## config.mk

```make
export PLATFORM = sky130hd
export DESIGN_NAME = cit_core
export DESIGN_NICKNAME = d
export VERILOG_FILES = /design/src/hdl/cit_pkg.sv /design/src/hdl/cit_core.sv
export VERILOG_INCLUDE_DIRS = /design/src /design/src/hdl
export SDC_FILE = /design/constraint.sdc
export NUM_CORES = 2
export LEC_CHECK = 0
export BUFFER_PORTS_ARGS = -buffer_cell sky130_fd_sc_hd__buf_2
export CAP_MARGIN = 30
export CORE_MARGIN = 2
export CORE_UTILIZATION = 39
export DETAILED_ROUTE_END_ITERATION = 16
export HOLD_SLACK_MARGIN = 0.15
export SYNTH_ARGS = -nofsm -noshare
export SYNTH_HDL_FRONTEND = slang
export SYNTH_SLANG_ARGS = --single-unit
```

## constraint.sdc

```tcl
create_clock -name clk_sys -period 21.8 [get_ports clk_sys]
set_input_delay 5.45 -clock clk_sys [delete_from_list [all_inputs] [get_ports clk_sys]]
set_output_delay 5.45 -clock clk_sys [all_outputs]
set_load 0.02 [all_outputs]
```

## src/hdl/cit_defs.svh

```systemverilog
// constants for the instruction timing core: offsets, encodings, counts
`ifndef CIT_DEFS_SVH
`define CIT_DEFS_SVH
`define CIT_SFR_DPL 8'h82
`define CIT_SFR_DPH 8'h83
`define CIT_SFR_B 8'hf0
`define CIT_SFR_ACC 8'he0
`define CIT_SFR_FLAGS 8'hd0
`define CIT_RST_BYTE 8'h00
`define CIT_RST_SP 8'h07
`define CIT_MUL_CYC 4'h4
`define CIT_DIV_CYC 4'h8
`define CIT_MAX_CYC 4'h8
`define CIT_EXTERNAL_DATA_RAM_ONCHIP 16'h1000
`define CIT_FLAG_CY 7
`define CIT_FLAG_AC 6
`define CIT_FLAG_OV 2
`define CIT_FLAG_P 0
`endif

```

## src/hdl/cit_pkg.sv

```systemverilog
// types for the instruction timing core
package cit_pkg;
	// decoded execution plan of one instruction
	typedef struct packed {
		logic [3:0] len;
		logic [3:0] cyc;
	} cit_plan_s;
	// external move request toward memories
	typedef struct packed {
		logic req;
		logic wr;
		logic [15:0] addr;
		logic [7:0] wdata;
	} cit_xmem_s;
	typedef enum logic [3:0] {
		CIT_FETCH = 4'b0001,
		CIT_OPER = 4'b0010,
		CIT_EXEC = 4'b0100,
		CIT_WAIT = 4'b1000
	} cit_state_e;
endpackage

```

## src/hdl/cit_core.sv

```systemverilog
// instruction sequencer with per-class cycle timing and external moves
`timescale 1ns/10ps
`include "cit_defs.svh"
module cit_core
	import cit_pkg::*;
(
	// clock and reset
	input wire logic clk_sys,
	input wire logic nrst,
	// program memory, one byte per cycle, combinational read
	output logic [15:0] pc_addr,
	input wire logic [7:0] code_byte,
	// external move port
	output cit_pkg::cit_xmem_s external_data_ram_port,
	output cit_pkg::cit_xmem_s xext_port,
	output cit_pkg::cit_xmem_s flash_port,
	input wire logic [7:0] xmem_rdata,
	// visible state
	output logic [7:0] acc_out,
	output logic [7:0] flags_out,
	output logic instr_done
);
	////////////////////////////////////////////////////////////////////
	// state
	cit_state_e state_reg, state_next;
	logic [15:0] pc_reg; // fetch address
	logic [7:0] op_reg; // current opcode
	logic [7:0] b1_reg, b2_reg; // operand bytes
	logic [3:0] cnt_reg; // cycle within instruction
	cit_plan_s plan_reg;
	logic [7:0] acc_reg, b_reg, flags_reg, dpl_reg, dph_reg;
	logic [7:0] iram [0:255]; // internal data ram and direct space
	logic [7:0] rbank [0:7]; // working registers
	cit_xmem_s external_data_ram_reg, xext_reg, flash_reg;
	logic done_reg;
	logic flash_wen_reg; // software flash write enable bit
	////////////////////////////////////////////////////////////////////
	// decode: length and cycle count from opcode
	wire [3:0] lo = code_byte[3:0];
	wire [3:0] hi = code_byte[7:4];
	wire is_rn = code_byte[3];
	wire is_ind = (lo == 4'h6) || (lo == 4'h7);
	wire is_dir = (lo == 4'h5);
	wire is_imm = (lo == 4'h4);
	wire is_alu = (hi == 4'h2) || (hi == 4'h3) || (hi == 4'h9) ||
		(hi == 4'h5) || (hi == 4'h4) || (hi == 4'h6);
	wire is_mul = (code_byte == 8'ha4);
	wire is_div = (code_byte == 8'h84);
	wire is_incdec = (hi == 4'h0) || (hi == 4'h1);
	wire is_lg_dir_a = ((hi == 4'h4) || (hi == 4'h5) || (hi == 4'h6)) &&
		(lo == 4'h2);
	wire is_lg_dir_i = ((hi == 4'h4) || (hi == 4'h5) || (hi == 4'h6)) &&
		(lo == 4'h3);
	wire is_jz = (code_byte == 8'h60) || (code_byte == 8'h70);
	wire is_external_move_instr = (hi == 4'he || hi == 4'hf) && (lo == 4'h0);
	wire is_incdp = (code_byte == 8'ha3);
	// plain moves: length decides timing, one cycle per program byte
	wire is_mov2 = (code_byte == 8'h74) || (code_byte == 8'he5) ||
		(code_byte == 8'hf5) || (hi == 4'h7 && is_rn);
	wire is_mov3 = (code_byte == 8'h75) || (code_byte == 8'h90);
	cit_plan_s dec_plan;
	assign dec_plan =
		is_mul ? '{4'h1, `CIT_MUL_CYC} :
		is_div ? '{4'h1, `CIT_DIV_CYC} :
		is_lg_dir_i ? '{4'h3, 4'h3} :
		is_lg_dir_a ? '{4'h2, 4'h2} :
		is_jz ? '{4'h2, 4'h3} :
		is_external_move_instr ? '{4'h1, 4'h2} :
		is_incdp ? '{4'h1, 4'h1} :
		is_mov3 ? '{4'h3, 4'h3} :
		is_mov2 ? '{4'h2, 4'h2} :
		(is_alu || is_incdec) && is_rn ? '{4'h1, 4'h1} :
		(is_alu || is_incdec) && is_ind ? '{4'h1, 4'h2} :
		((is_alu || is_incdec) && is_dir) || (is_alu && is_imm) ?
		'{4'h2, 4'h2} :
		'{4'h1, 4'h1};
	////////////////////////////////////////////////////////////////////
	// operand selection and arithmetic with standard flag effects
	wire [2:0] rsel = op_reg[2:0];
	wire [7:0] ind_v = iram[rbank[{2'b00, op_reg[0]}]];
	wire [7:0] src_v = op_reg[3] ? rbank[rsel] :
		(op_reg[3:0] == 4'h4) ? b1_reg :
		(op_reg[3:0] == 4'h5) ? iram[b1_reg] : ind_v;
	wire cy_in = (op_reg[7:4] == 4'h2) ? 1'b0 : flags_reg[`CIT_FLAG_CY];
	wire is_sub = (op_reg[7:4] == 4'h9);
	wire [7:0] opnd = is_sub ? ~src_v : src_v;
	wire cin = is_sub ? ~cy_in : cy_in;
	wire [8:0] sum = {1'b0, acc_reg} + {1'b0, opnd} + {8'h00, cin};
	wire [4:0] hsum = {1'b0, acc_reg[3:0]} + {1'b0, opnd[3:0]} +
		{4'h0, cin};
	wire ov = (acc_reg[7] == opnd[7]) && (sum[7] != acc_reg[7]);
	wire [15:0] prod = acc_reg * b_reg;
	wire [7:0] quo = (b_reg == 8'h00) ? 8'hff : acc_reg / b_reg;
	wire [7:0] rem = (b_reg == 8'h00) ? 8'h00 : acc_reg % b_reg;
	wire [15:0] data_pointer = {dph_reg, dpl_reg};
	wire [15:0] data_pointer_inc = data_pointer + 16'h0001;
	// direct read: the few core registers, else iram at the full direct address
	wire [7:0] dir_rd = (b1_reg == `CIT_SFR_B) ? b_reg :
		(b1_reg == `CIT_SFR_DPL) ? dpl_reg :
		(b1_reg == `CIT_SFR_DPH) ? dph_reg : iram[b1_reg];
	wire br_take = (op_reg == 8'h60) ? (acc_reg == 8'h00) :
		(acc_reg != 8'h00);
	wire [15:0] br_tgt = pc_reg + {{8{b1_reg[7]}}, b1_reg};
	// external_move_instr target: flash when writes enabled, on-chip below limit
	wire [15:0] xaddr = data_pointer;
	wire tgt_flash = flash_wen_reg;
	wire tgt_int = !tgt_flash && (xaddr < `CIT_EXTERNAL_DATA_RAM_ONCHIP);
	wire tgt_ext = !tgt_flash && !tgt_int;
	wire [3:0] cnt_inc = cnt_reg + 4'h1;
	// the fetch cycle is cycle one, so cnt_reg + 2 is the cycle now ending
	wire last_cyc = (cnt_inc + 4'h1 >= plan_reg.cyc) ||
		(op_reg[7:5] == 3'b011 && op_reg[3:0] == 4'h0 &&
		!br_take && cnt_inc + 4'h1 >= 4'h2);
	////////////////////////////////////////////////////////////////////
	// sequencer next state: fetch, operand bytes, wait; CIT_EXEC is never entered
	always_comb
	begin
		state_next = state_reg;
		case (state_reg)
			CIT_FETCH: state_next = (dec_plan.len > 4'h1) ? CIT_OPER :
				(dec_plan.cyc > 4'h1) ? CIT_WAIT : CIT_FETCH;
			CIT_OPER: state_next = (cnt_inc + 4'h1 < plan_reg.len) ?
				CIT_OPER : (last_cyc ? CIT_FETCH : CIT_WAIT);
			CIT_WAIT: state_next = last_cyc ? CIT_FETCH : CIT_WAIT;
			default: state_next = CIT_FETCH;
		endcase
	end
	////////////////////////////////////////////////////////////////////
	// sequencer registers; one count step per clock, no machine cycle
	always_ff @(posedge clk_sys)
	begin
		if (!nrst)
		begin
			state_reg <= CIT_FETCH;
			pc_reg <= 16'h0000;
			cnt_reg <= 4'h0;
			op_reg <= `CIT_RST_BYTE;
			b1_reg <= `CIT_RST_BYTE;
			b2_reg <= `CIT_RST_BYTE;
			plan_reg <= '{4'h1, 4'h1};
			done_reg <= 1'b0;
		end
		else
		begin
			state_reg <= state_next;
			done_reg <= 1'b0;
			case (state_reg)
				CIT_FETCH:
				begin
					op_reg <= code_byte;
					plan_reg <= dec_plan;
					pc_reg <= pc_reg + 16'h0001;
					cnt_reg <= 4'h0;
					done_reg <= (state_next == CIT_FETCH);
				end
				CIT_OPER:
				begin
					if (cnt_reg == 4'h0)
						b1_reg <= code_byte;
					else
						b2_reg <= code_byte;
					pc_reg <= pc_reg + 16'h0001;
					cnt_reg <= cnt_inc;
					done_reg <= (state_next == CIT_FETCH);
				end
				CIT_WAIT:
				begin
					cnt_reg <= cnt_inc;
					if (last_cyc && op_reg[7:5] == 3'b011 &&
						op_reg[3:0] == 4'h0 && br_take)
						pc_reg <= br_tgt;
					done_reg <= last_cyc;
				end
				default: cnt_reg <= 4'h0;
			endcase
		end
	end
	////////////////////////////////////////////////////////////////////
	// execute: architectural update in the cycle after the final one, while done_reg is high
	wire exec_now = done_reg;
	always_ff @(posedge clk_sys)
	begin
		if (!nrst)
		begin
			acc_reg <= `CIT_RST_BYTE;
			b_reg <= `CIT_RST_BYTE;
			flags_reg <= `CIT_RST_BYTE;
			dpl_reg <= `CIT_RST_BYTE;
			dph_reg <= `CIT_RST_BYTE;
			flash_wen_reg <= 1'b0;
		end
		else if (exec_now)
		begin
			case (op_reg[7:4])
				4'h2, 4'h3, 4'h9:
				if (op_reg[3:0] >= 4'h4)
				begin
					acc_reg <= sum[7:0];
					flags_reg[`CIT_FLAG_CY] <= is_sub ? ~sum[8] : sum[8];
					flags_reg[`CIT_FLAG_AC] <= is_sub ? ~hsum[4] : hsum[4];
					flags_reg[`CIT_FLAG_OV] <= ov;
				end
				else if (op_reg == 8'h90)
				begin
					dph_reg <= b1_reg;
					dpl_reg <= b2_reg;
				end
				4'h7: if (op_reg == 8'h74) acc_reg <= b1_reg;
				4'h5: if (op_reg[3:0] >= 4'h4) acc_reg <= acc_reg & src_v;
				4'h4: if (op_reg[3:0] >= 4'h4) acc_reg <= acc_reg | src_v;
				4'h6: if (op_reg[3:0] >= 4'h4) acc_reg <= acc_reg ^ src_v;
				4'h0: if (op_reg == 8'h04) acc_reg <= acc_reg + 8'h01;
				4'h1: if (op_reg == 8'h14) acc_reg <= acc_reg - 8'h01;
				4'ha:
				if (op_reg == 8'ha4)
				begin
					acc_reg <= prod[7:0];
					b_reg <= prod[15:8];
					flags_reg[`CIT_FLAG_CY] <= 1'b0;
					flags_reg[`CIT_FLAG_OV] <= (prod[15:8] != 8'h00);
				end
				else if (op_reg == 8'ha3)
				begin
					dpl_reg <= data_pointer_inc[7:0];
					dph_reg <= data_pointer_inc[15:8];
				end
				4'h8:
				if (op_reg == 8'h84)
				begin
					acc_reg <= quo;
					b_reg <= rem;
					flags_reg[`CIT_FLAG_CY] <= 1'b0;
					flags_reg[`CIT_FLAG_OV] <= (b_reg == 8'h00);
				end
				4'he:
				if (op_reg == 8'he0)
					acc_reg <= xmem_rdata;
				else if (op_reg == 8'he5)
					acc_reg <= dir_rd;
				default: flags_reg <= flags_reg;
			endcase
			if (op_reg == 8'hf5 && b1_reg == 8'hb7)
				flash_wen_reg <= acc_reg[0];
			if (op_reg == 8'hf5 && b1_reg == `CIT_SFR_B)
				b_reg <= acc_reg;
			if (op_reg == 8'hf5 && b1_reg == `CIT_SFR_DPL)
				dpl_reg <= acc_reg;
			if (op_reg == 8'hf5 && b1_reg == `CIT_SFR_DPH)
				dph_reg <= acc_reg;
		end
	end
	////////////////////////////////////////////////////////////////////
	// working registers and direct/indirect space
	wire is_rn_w = (op_reg[7:5] == 3'b000) && op_reg[3];
	wire mov_rn_i = (op_reg[7:4] == 4'h7) && op_reg[3]; // immediate to rn
	wire mov_rn_a = (op_reg[7:4] == 4'hf) && op_reg[3]; // acc to rn
	wire mov_dir_i = (op_reg == 8'h75); // immediate to direct
	wire mov_dir_a = (op_reg == 8'hf5) && !b1_reg[7]; // ram half only
	wire is_lgd = (op_reg[7:4] >= 4'h4 && op_reg[7:4] <= 4'h6) &&
		(op_reg[3:1] == 3'b001);
	wire dir_w = (op_reg[7:4] <= 4'h1 && (op_reg[3:0] == 4'h5 ||
		op_reg[3:1] == 3'b011)) || is_lgd;
	wire [7:0] dir_a = (op_reg[3:1] == 3'b011 && !is_lgd) ?
		rbank[{2'b00, op_reg[0]}] : b1_reg;
	wire [7:0] dv = (op_reg[3:1] == 3'b011 && !is_lgd) ? ind_v :
		op_reg[3] ? rbank[rsel] : iram[b1_reg];
	wire [7:0] lg_src = op_reg[0] ? b2_reg : acc_reg;
	wire [7:0] wr_v = is_lgd ? ((op_reg[7:4] == 4'h5) ? dv & lg_src :
		(op_reg[7:4] == 4'h4) ? dv | lg_src : dv ^ lg_src) :
		op_reg[4] ? dv - 8'h01 : dv + 8'h01;
	wire [7:0] rn_v = mov_rn_i ? b1_reg : mov_rn_a ? acc_reg : wr_v;
	wire [7:0] dir_v = mov_dir_i ? b2_reg : mov_dir_a ? acc_reg : wr_v;
	// storage has no reset; software sets what it reads
	always_ff @(posedge clk_sys)
	begin
		if (exec_now && (is_rn_w || mov_rn_i || mov_rn_a))
			rbank[rsel] <= rn_v;
		if (exec_now && (dir_w || mov_dir_i || mov_dir_a))
			iram[dir_a] <= dir_v;
	end
	////////////////////////////////////////////////////////////////////
	// external move request, issued in the execute wait cycle
	wire xreq = (state_reg == CIT_WAIT) && (op_reg[7:5] == 3'b111) &&
		(op_reg[3:0] == 4'h0);
	always_ff @(posedge clk_sys)
	begin
		if (!nrst)
		begin
			external_data_ram_reg <= '0;
			xext_reg <= '0;
			flash_reg <= '0;
		end
		else
		begin
			external_data_ram_reg <= '{xreq && tgt_int, op_reg[4], xaddr, acc_reg};
			xext_reg <= '{xreq && tgt_ext, op_reg[4], xaddr, acc_reg};
			flash_reg <= '{xreq && tgt_flash, op_reg[4], xaddr, acc_reg};
		end
	end
	////////////////////////////////////////////////////////////////////
	// outputs from flip-flops, except flag bit 0, the parity of acc_reg
	always_comb
	begin
		pc_addr = pc_reg;
		external_data_ram_port = external_data_ram_reg;
		xext_port = xext_reg;
		flash_port = flash_reg;
		acc_out = acc_reg;
		flags_out = {flags_reg[7:1], ^acc_reg};
		instr_done = done_reg;
	end
endmodule

```

Word level (Yosys, flattened, before mapping)

Memory sizes are Yosys's and may differ from the RTL's. A register that Yosys moved wholly into a read port is not among the register bits.
Index checks and enable logic that the tools add are counted.

Flip-flop bits (word level): 121
Bits in writable memories: 2112
Input port bits: 18
Output and inout bits: 111
Logic and storage cells: 336
Memories: 2

Memory list:

| memory | depth | width | rd ports | clocked after memory_dff | write ports | line           | text |
|---|---|---|---|---|---|---|---|
| iram   | 256   | 8     | 2        | 1                        | 1           | cit_core.sv:32 | `logic [7:0] iram [0:255];` |
| rbank  | 8     | 8     | 2        | 2                        | 1           | cit_core.sv:33 | `logic [7:0] rbank [0:7];` |

$add $sub $neg: 13
Multipliers: 1
Div/mod/pow operators: 2
$lt $le $gt $ge: 10
Equality and inequality tests: 87
Muxes and demuxes: 92
Bitwise gates (word level): 11
Reductions and logical operators: 96

Operators with widths:

| cell                  | number |
|---|---|
| $mux 8                | 47 |
| $eq 8x8->1 const B    | 17 |
| $pmux 8 s10           | 1 |
| $mux 6                | 12 |
| $eq 4x3->1 const B    | 14 |
| $eq 8x7->1 const B    | 7 |
| $pmux 8 s2            | 3 |
| $eq 4x4->1 const B    | 9 |
| $logic_and 1x1->1     | 36 |
| $ne 3x3->1 const B    | 11 |
| $add 16x1->16 const B | 2 |
| $pmux 16 s2           | 1 |
| $eq 4x2->1 const B    | 7 |
| $logic_or 1x1->1      | 24 |
| $logic_not 4->1       | 5 |
| $ne 2x2->1 const B    | 10 |
| $add 16x16->16        | 1 |
| $add 8x1->8 const B   | 2 |
| $and 8x8->8           | 2 |
| $eq 4x1->1 const B    | 4 |
| $logic_not 8->1       | 2 |
| $lt 16x13->1 const B  | 1 |
| $mul 8x8->16          | 1 |
| $mux 16               | 1 |
| 49 further kinds      | 92 |

Logic depth before layout (Yosys ltp)

Word-level depth: 27
Mapped depth: 65
Depth with buffers taken out: 63

Worst setup path before layout

No wires, ideal clock.

Kind: register -> register
From: register with a tool-made name
To: memory iram[0][7] (data pin)
Setup time: 2.101 ns
Arrival time: 14.122 ns
Required time: 19.699 ns
Path slack: 5.577 ns
Cell stages (with the launch flop): 17
Cells stage by stage: dfxtp_1 buf_2 buf_2 buf_1 buf_1 mux4_2 mux4_2 mux4_2 nand2_1 a31o_2 inv_1 ha_1 a21o_1 a221oi_2 o21ai_1 mux2i_1 nor3_1

RTL lines:

| what      | line |
|---|---|
| to (decl) | cit_core.sv:32 |

Worst setup path after layout

From: register b_reg[4]
To: register b_reg[1]

Longest elaborated chain between the ends: 5

Ends and longest elaborated chain:

| what                                                  | line            | text |
|---|---|---|
| from (decl)                                           | cit_core.sv:31  | `logic [7:0] acc_reg, b_reg, flags_reg, dpl_reg, dph_reg;` |
| from (signal assigned)                                | cit_core.sv:186 | `` b_reg <= `CIT_RST_BYTE; `` |
| from (signal assigned)                                | cit_core.sv:218 | `b_reg <= prod[15:8];` |
| from (signal assigned)                                | cit_core.sv:231 | `b_reg <= rem;` |
| $mod 8x8->8 / $logic_not 8->1 (equally long branches) | cit_core.sv:94  | `wire [7:0] rem = (b_reg == 8'h00) ? 8'h00 : acc_reg % b_reg;` |
| $mux 8                                                | cit_core.sv:94  |  |
| $mux 8                                                | cit_core.sv:228 | `if (op_reg == 8'h84)` |
| $pmux 8 s2 (*)                                        | cit_core.sv:194 | `case (op_reg[7:4])` |
| $mux 8 (*)                                            | cit_core.sv:244 | `` if (op_reg == 8'hf5 && b1_reg == `CIT_SFR_B) `` |

Mark *: on every way between the ends. The rest lies on a longest branch, timed or not. The select of a mux whose other input is x is not followed.
A chain may end at the register's enable or synchronous reset.

==> metrics <==
clock group share of total power=31.3%; Post-CTS Resized=0; postcts setup bufs=0; Tightest Pin Transition=1.49 ns; IO Pins=129; CP Depth=59; TritonCTS Sinks=2241; fmax=65.5 MHz; Buffers & Inverters on Critical Path=3; critical path's largest stage delay=0.70 ns; DR vias=77499; yosys warns=0; Tmin final=15.27 ns; TritonRoute pass-1 iters=6; routed wire length=404000 um; gr usage total=26.5%; most used cell, CP=o21a_1; static leakage=0.0415 uW; Seq pwr share=39.9%; Syn Std Cell Area=0.115 sq mm; Max Cap Viol=0; Synth Instances=7638; Top delay family on crit path=compound AO/OA/AOI/OAI gates; Top reg by flops=iram; post-DP HPWL=264000 um; Detail Route Antenna Nets=0; grt ovf=0; CP endpoint=b_reg[1]$_SDFFE_PN0P_; Setup TNS=0 ns; Worst Hold Class=flop to flop; worst-skew pair later-pin latency=0.96 ns; clk_skew=0.0880 ns; top_reg_cell synth=edfxtp_1; final hold slack=0.464 ns; sequential area share after synthesis=57.5%; DIE WIDTH=547 um; r2r startpoint=b_reg[4]$_SDFFE_PN0P_; combinational share of power=28.8%; outcome=complete, no violations; cell count after placement=11442; core area=0.293 sq mm; PwrDens=104 mW/mm^2; share of cells above drive strength 1=25.6%; Post-Layout Cell Count=11930; leading area contributor after synthesis=edfxtp_1; Peak VDD IR=0.568 mV; worst-case clock buffer depth=4; worst path arrival time=16.02 ns; Port-buffer cells=124; number of synthesized flops with an enable pin=2112; Setup crit start=b_reg[4]$_SDFFE_PN0P_; RSZ-0062 raised after global routing=false; Post-synth ARST share=0%; initial antenna violation count=31; starting density of the core=39.1%; kind of critical path=flop to flop; syn avg cell area=15.0 sq um; Crit-path slowest cell=o2111ai_1; period utilisation layout=70.1%; CTS Buf Count=241; Worst Setup End Kind=flop; Largest register FFs=2048; Setup crit start kind=flop; Die Height=547 um; first-pass GRT wire length=571000 um; Post-CTS Hold Buffers=0; Unique masters post-synth=86; Switching Share=32.2%; Synth-to-Final Area Change=12.6%; final setup vio count=0; endpoints failing hold=0; Crit Reg-Reg Endpoint=b_reg[1]$_SDFFE_PN0P_; Wirelength per Cell=33.9 um; Die Footprint=0.299 sq mm; CP Max Fanout=11; Slew Limit Headroom=0.538%; Int Pwr=9130 uW; Yosys top cell area share=55.2%; pin count of the biggest net entering global routing=256; Psw=4330 uW; vias per std cell=6.50; clk slew on worst S/H paths=0.06 ns; CTS H-tree lvls=4; Cell Rows=199; Slew Viols, Final=0; vias in the first global route=75817; root buffer cell=clkbuf_16; register bit total from synthesis=2241; Initial DRC Count=11645; Residual DRC=0; CP Data Required Time=22.55 ns; largest cells by area after synthesis=edfxtp_1, mux4_2, nand2_1; RD Place Congestion=1.02; reg2reg path depth=59; Reg2Reg Setup Slack=6.53 ns; CTS tree=done; Layout Nets=8017
## metrics by stage
| stage | area [sq um] | util, % | worst slack (ns) | power, uW |
|---|---|---|---|---|
| after floorplan | 115000 | - | 5.58 | 8240 |
| after global placement | 120000 | 40.7 | 5.66 | 8970 |
| after detailed placement | 121000 | 41.2 | 6.01 | 9250 |
| after CTS | 129000 | 43.9 | 5.92 | 13400 |
| after global routing | 129000 | 44.1 | 4.78 | 14000 |
| final | 129000 | 44.1 | 6.53 | 13500 |
## cells by family (layout without fill, tap and decap cells)
| group | count (synthesis) | after routing | synth area share, % |
|---|---|---|---|
| and+or+nand+nor | 1968 | 1968 | 7.49 |
| buffers and inverters | 783 | 1135 | 3.23 |
| other | 1 | 22 | 0.00327 |
| muxes | 1235 | 1235 | 22.1 |
| AOI/OAI and AO/OA | 1132 | 1132 | 6.64 |
| DFF | 2241 | 2241 | 57.5 |
| adders and majority gates | 200 | 200 | 2.45 |
| xor gates and xnor gates | 78 | 78 | 0.595 |
## tightest hold or removal path: cells and delay by family (launching register included)
family / cells / cell delay, ns
AND/OR/NAND/NOR: 1 / 0.05
flip-flops: 1 / 0.31
AO/OA/AOI/OAI: 1 / 0.05
## power by group through the flow
stage                     clock network, uW  registers [uW]  logic (uW)
after detailed placement                  0            5460        3780
after floorplan                           0            5730        2510
after CTS                              4260            5370        3810
after global routing                   4420            5370        4220
final                                  4220            5370        3880
after global placement                    0            5460        3510
## Yosys cell counts, types with 41 or more instances
cell / n
buf_2: 116
nand3_1: 196
and3_1: 67
nor2_1: 653
nor3_1: 104
o211ai_1: 67
fa_1: 42
xnor2_1: 51
a21oi_1: 224
mux4_2: 1038
a311oi_1: 82
a31oi_1: 52
edfxtp_1: 2112
inv_1: 135
o21ai_0: 231
nand2_1: 707
a221oi_1: 46
clkbuf_1: 325
nand2b_1: 54
o22ai_1: 52
mux2i_1: 169
dfxtp_1: 129
buf_1: 69
nor2b_1: 47
buf_4: 94
ha_1: 158
a211oi_1: 47
a21o_1: 41
## layer usage
layer	vias up	track usage, %	wire [um]
met2	5494	39.5	178000
met4	30	13.7	24800
met5	-	0.0158	277
met1	39853	34.9	149000
li1	30916	-	-
met3	1206	8.20	51500
## worst min path at each step
stage | from | to | slack [ns] | depth (start not counted)
3_5_place_dp | op_reg[4]$_SDFFE_PN0N_ | op_reg[4]$_SDFFE_PN0N_ | 0.45 | 2
5_1_grt | flash_wen_reg$_SDFFE_PN0P_ | flash_port[25]$_SDFF_PN0_ | 0.48 | 2
2_1_floorplan | flash_wen_reg$_SDFFE_PN0P_ | flash_port[25]$_SDFF_PN0_ | 0.44 | 2
3_3_place_gp | op_reg[4]$_SDFFE_PN0N_ | op_reg[4]$_SDFFE_PN0N_ | 0.45 | 2
6_report | op_reg[4]$_SDFFE_PN0N_ | op_reg[4]$_SDFFE_PN0N_ | 0.46 | 2
4_1_cts | op_reg[4]$_SDFFE_PN0N_ | op_reg[4]$_SDFFE_PN0N_ | 0.46 | 2
## area by class of cell
| cell class | instances | area, sq um |
|---|---|---|
| Timing Repair Buffer | 553 | 4350 |
| Clock inverter | 159 | 1790 |
| Antenna cell | 18 | 45.0 |
| Inverter | 145 | 544 |
| Multi-Input combinational cell | 4617 | 45400 |
| Fill cell | 25772 | 164000 |
| Tap cell | 3919 | 4900 |
| Sequential cell | 2241 | 66000 |
| Clock buffer | 278 | 6200 |
## cells in the final DEF (no fill, tap or decap), types with 54 or more instances in the layout
cell type / netlist / final
and3_1: 67 / 67
buf_2: 116 / 133
mux4_2: 1038 / 1038
buf_4: 94 / 351
edfxtp_1: 2112 / 2112
ha_1: 158 / 158
nor2_1: 653 / 650
a311oi_1: 82 / 78
mux2i_1: 169 / 165
a21oi_1: 224 / 217
nand2_1: 707 / 707
inv_1: 135 / 134
o21ai_0: 231 / 229
o211ai_1: 67 / 67
nand3_1: 196 / 196
dfxtp_1: 129 / 122
clkinv_1: 7 / 60
nor3_1: 104 / 102
clkbuf_16: 0 / 241
nand2b_1: 54 / 54
Note: power is estimated with default switching activity, not from simulation.
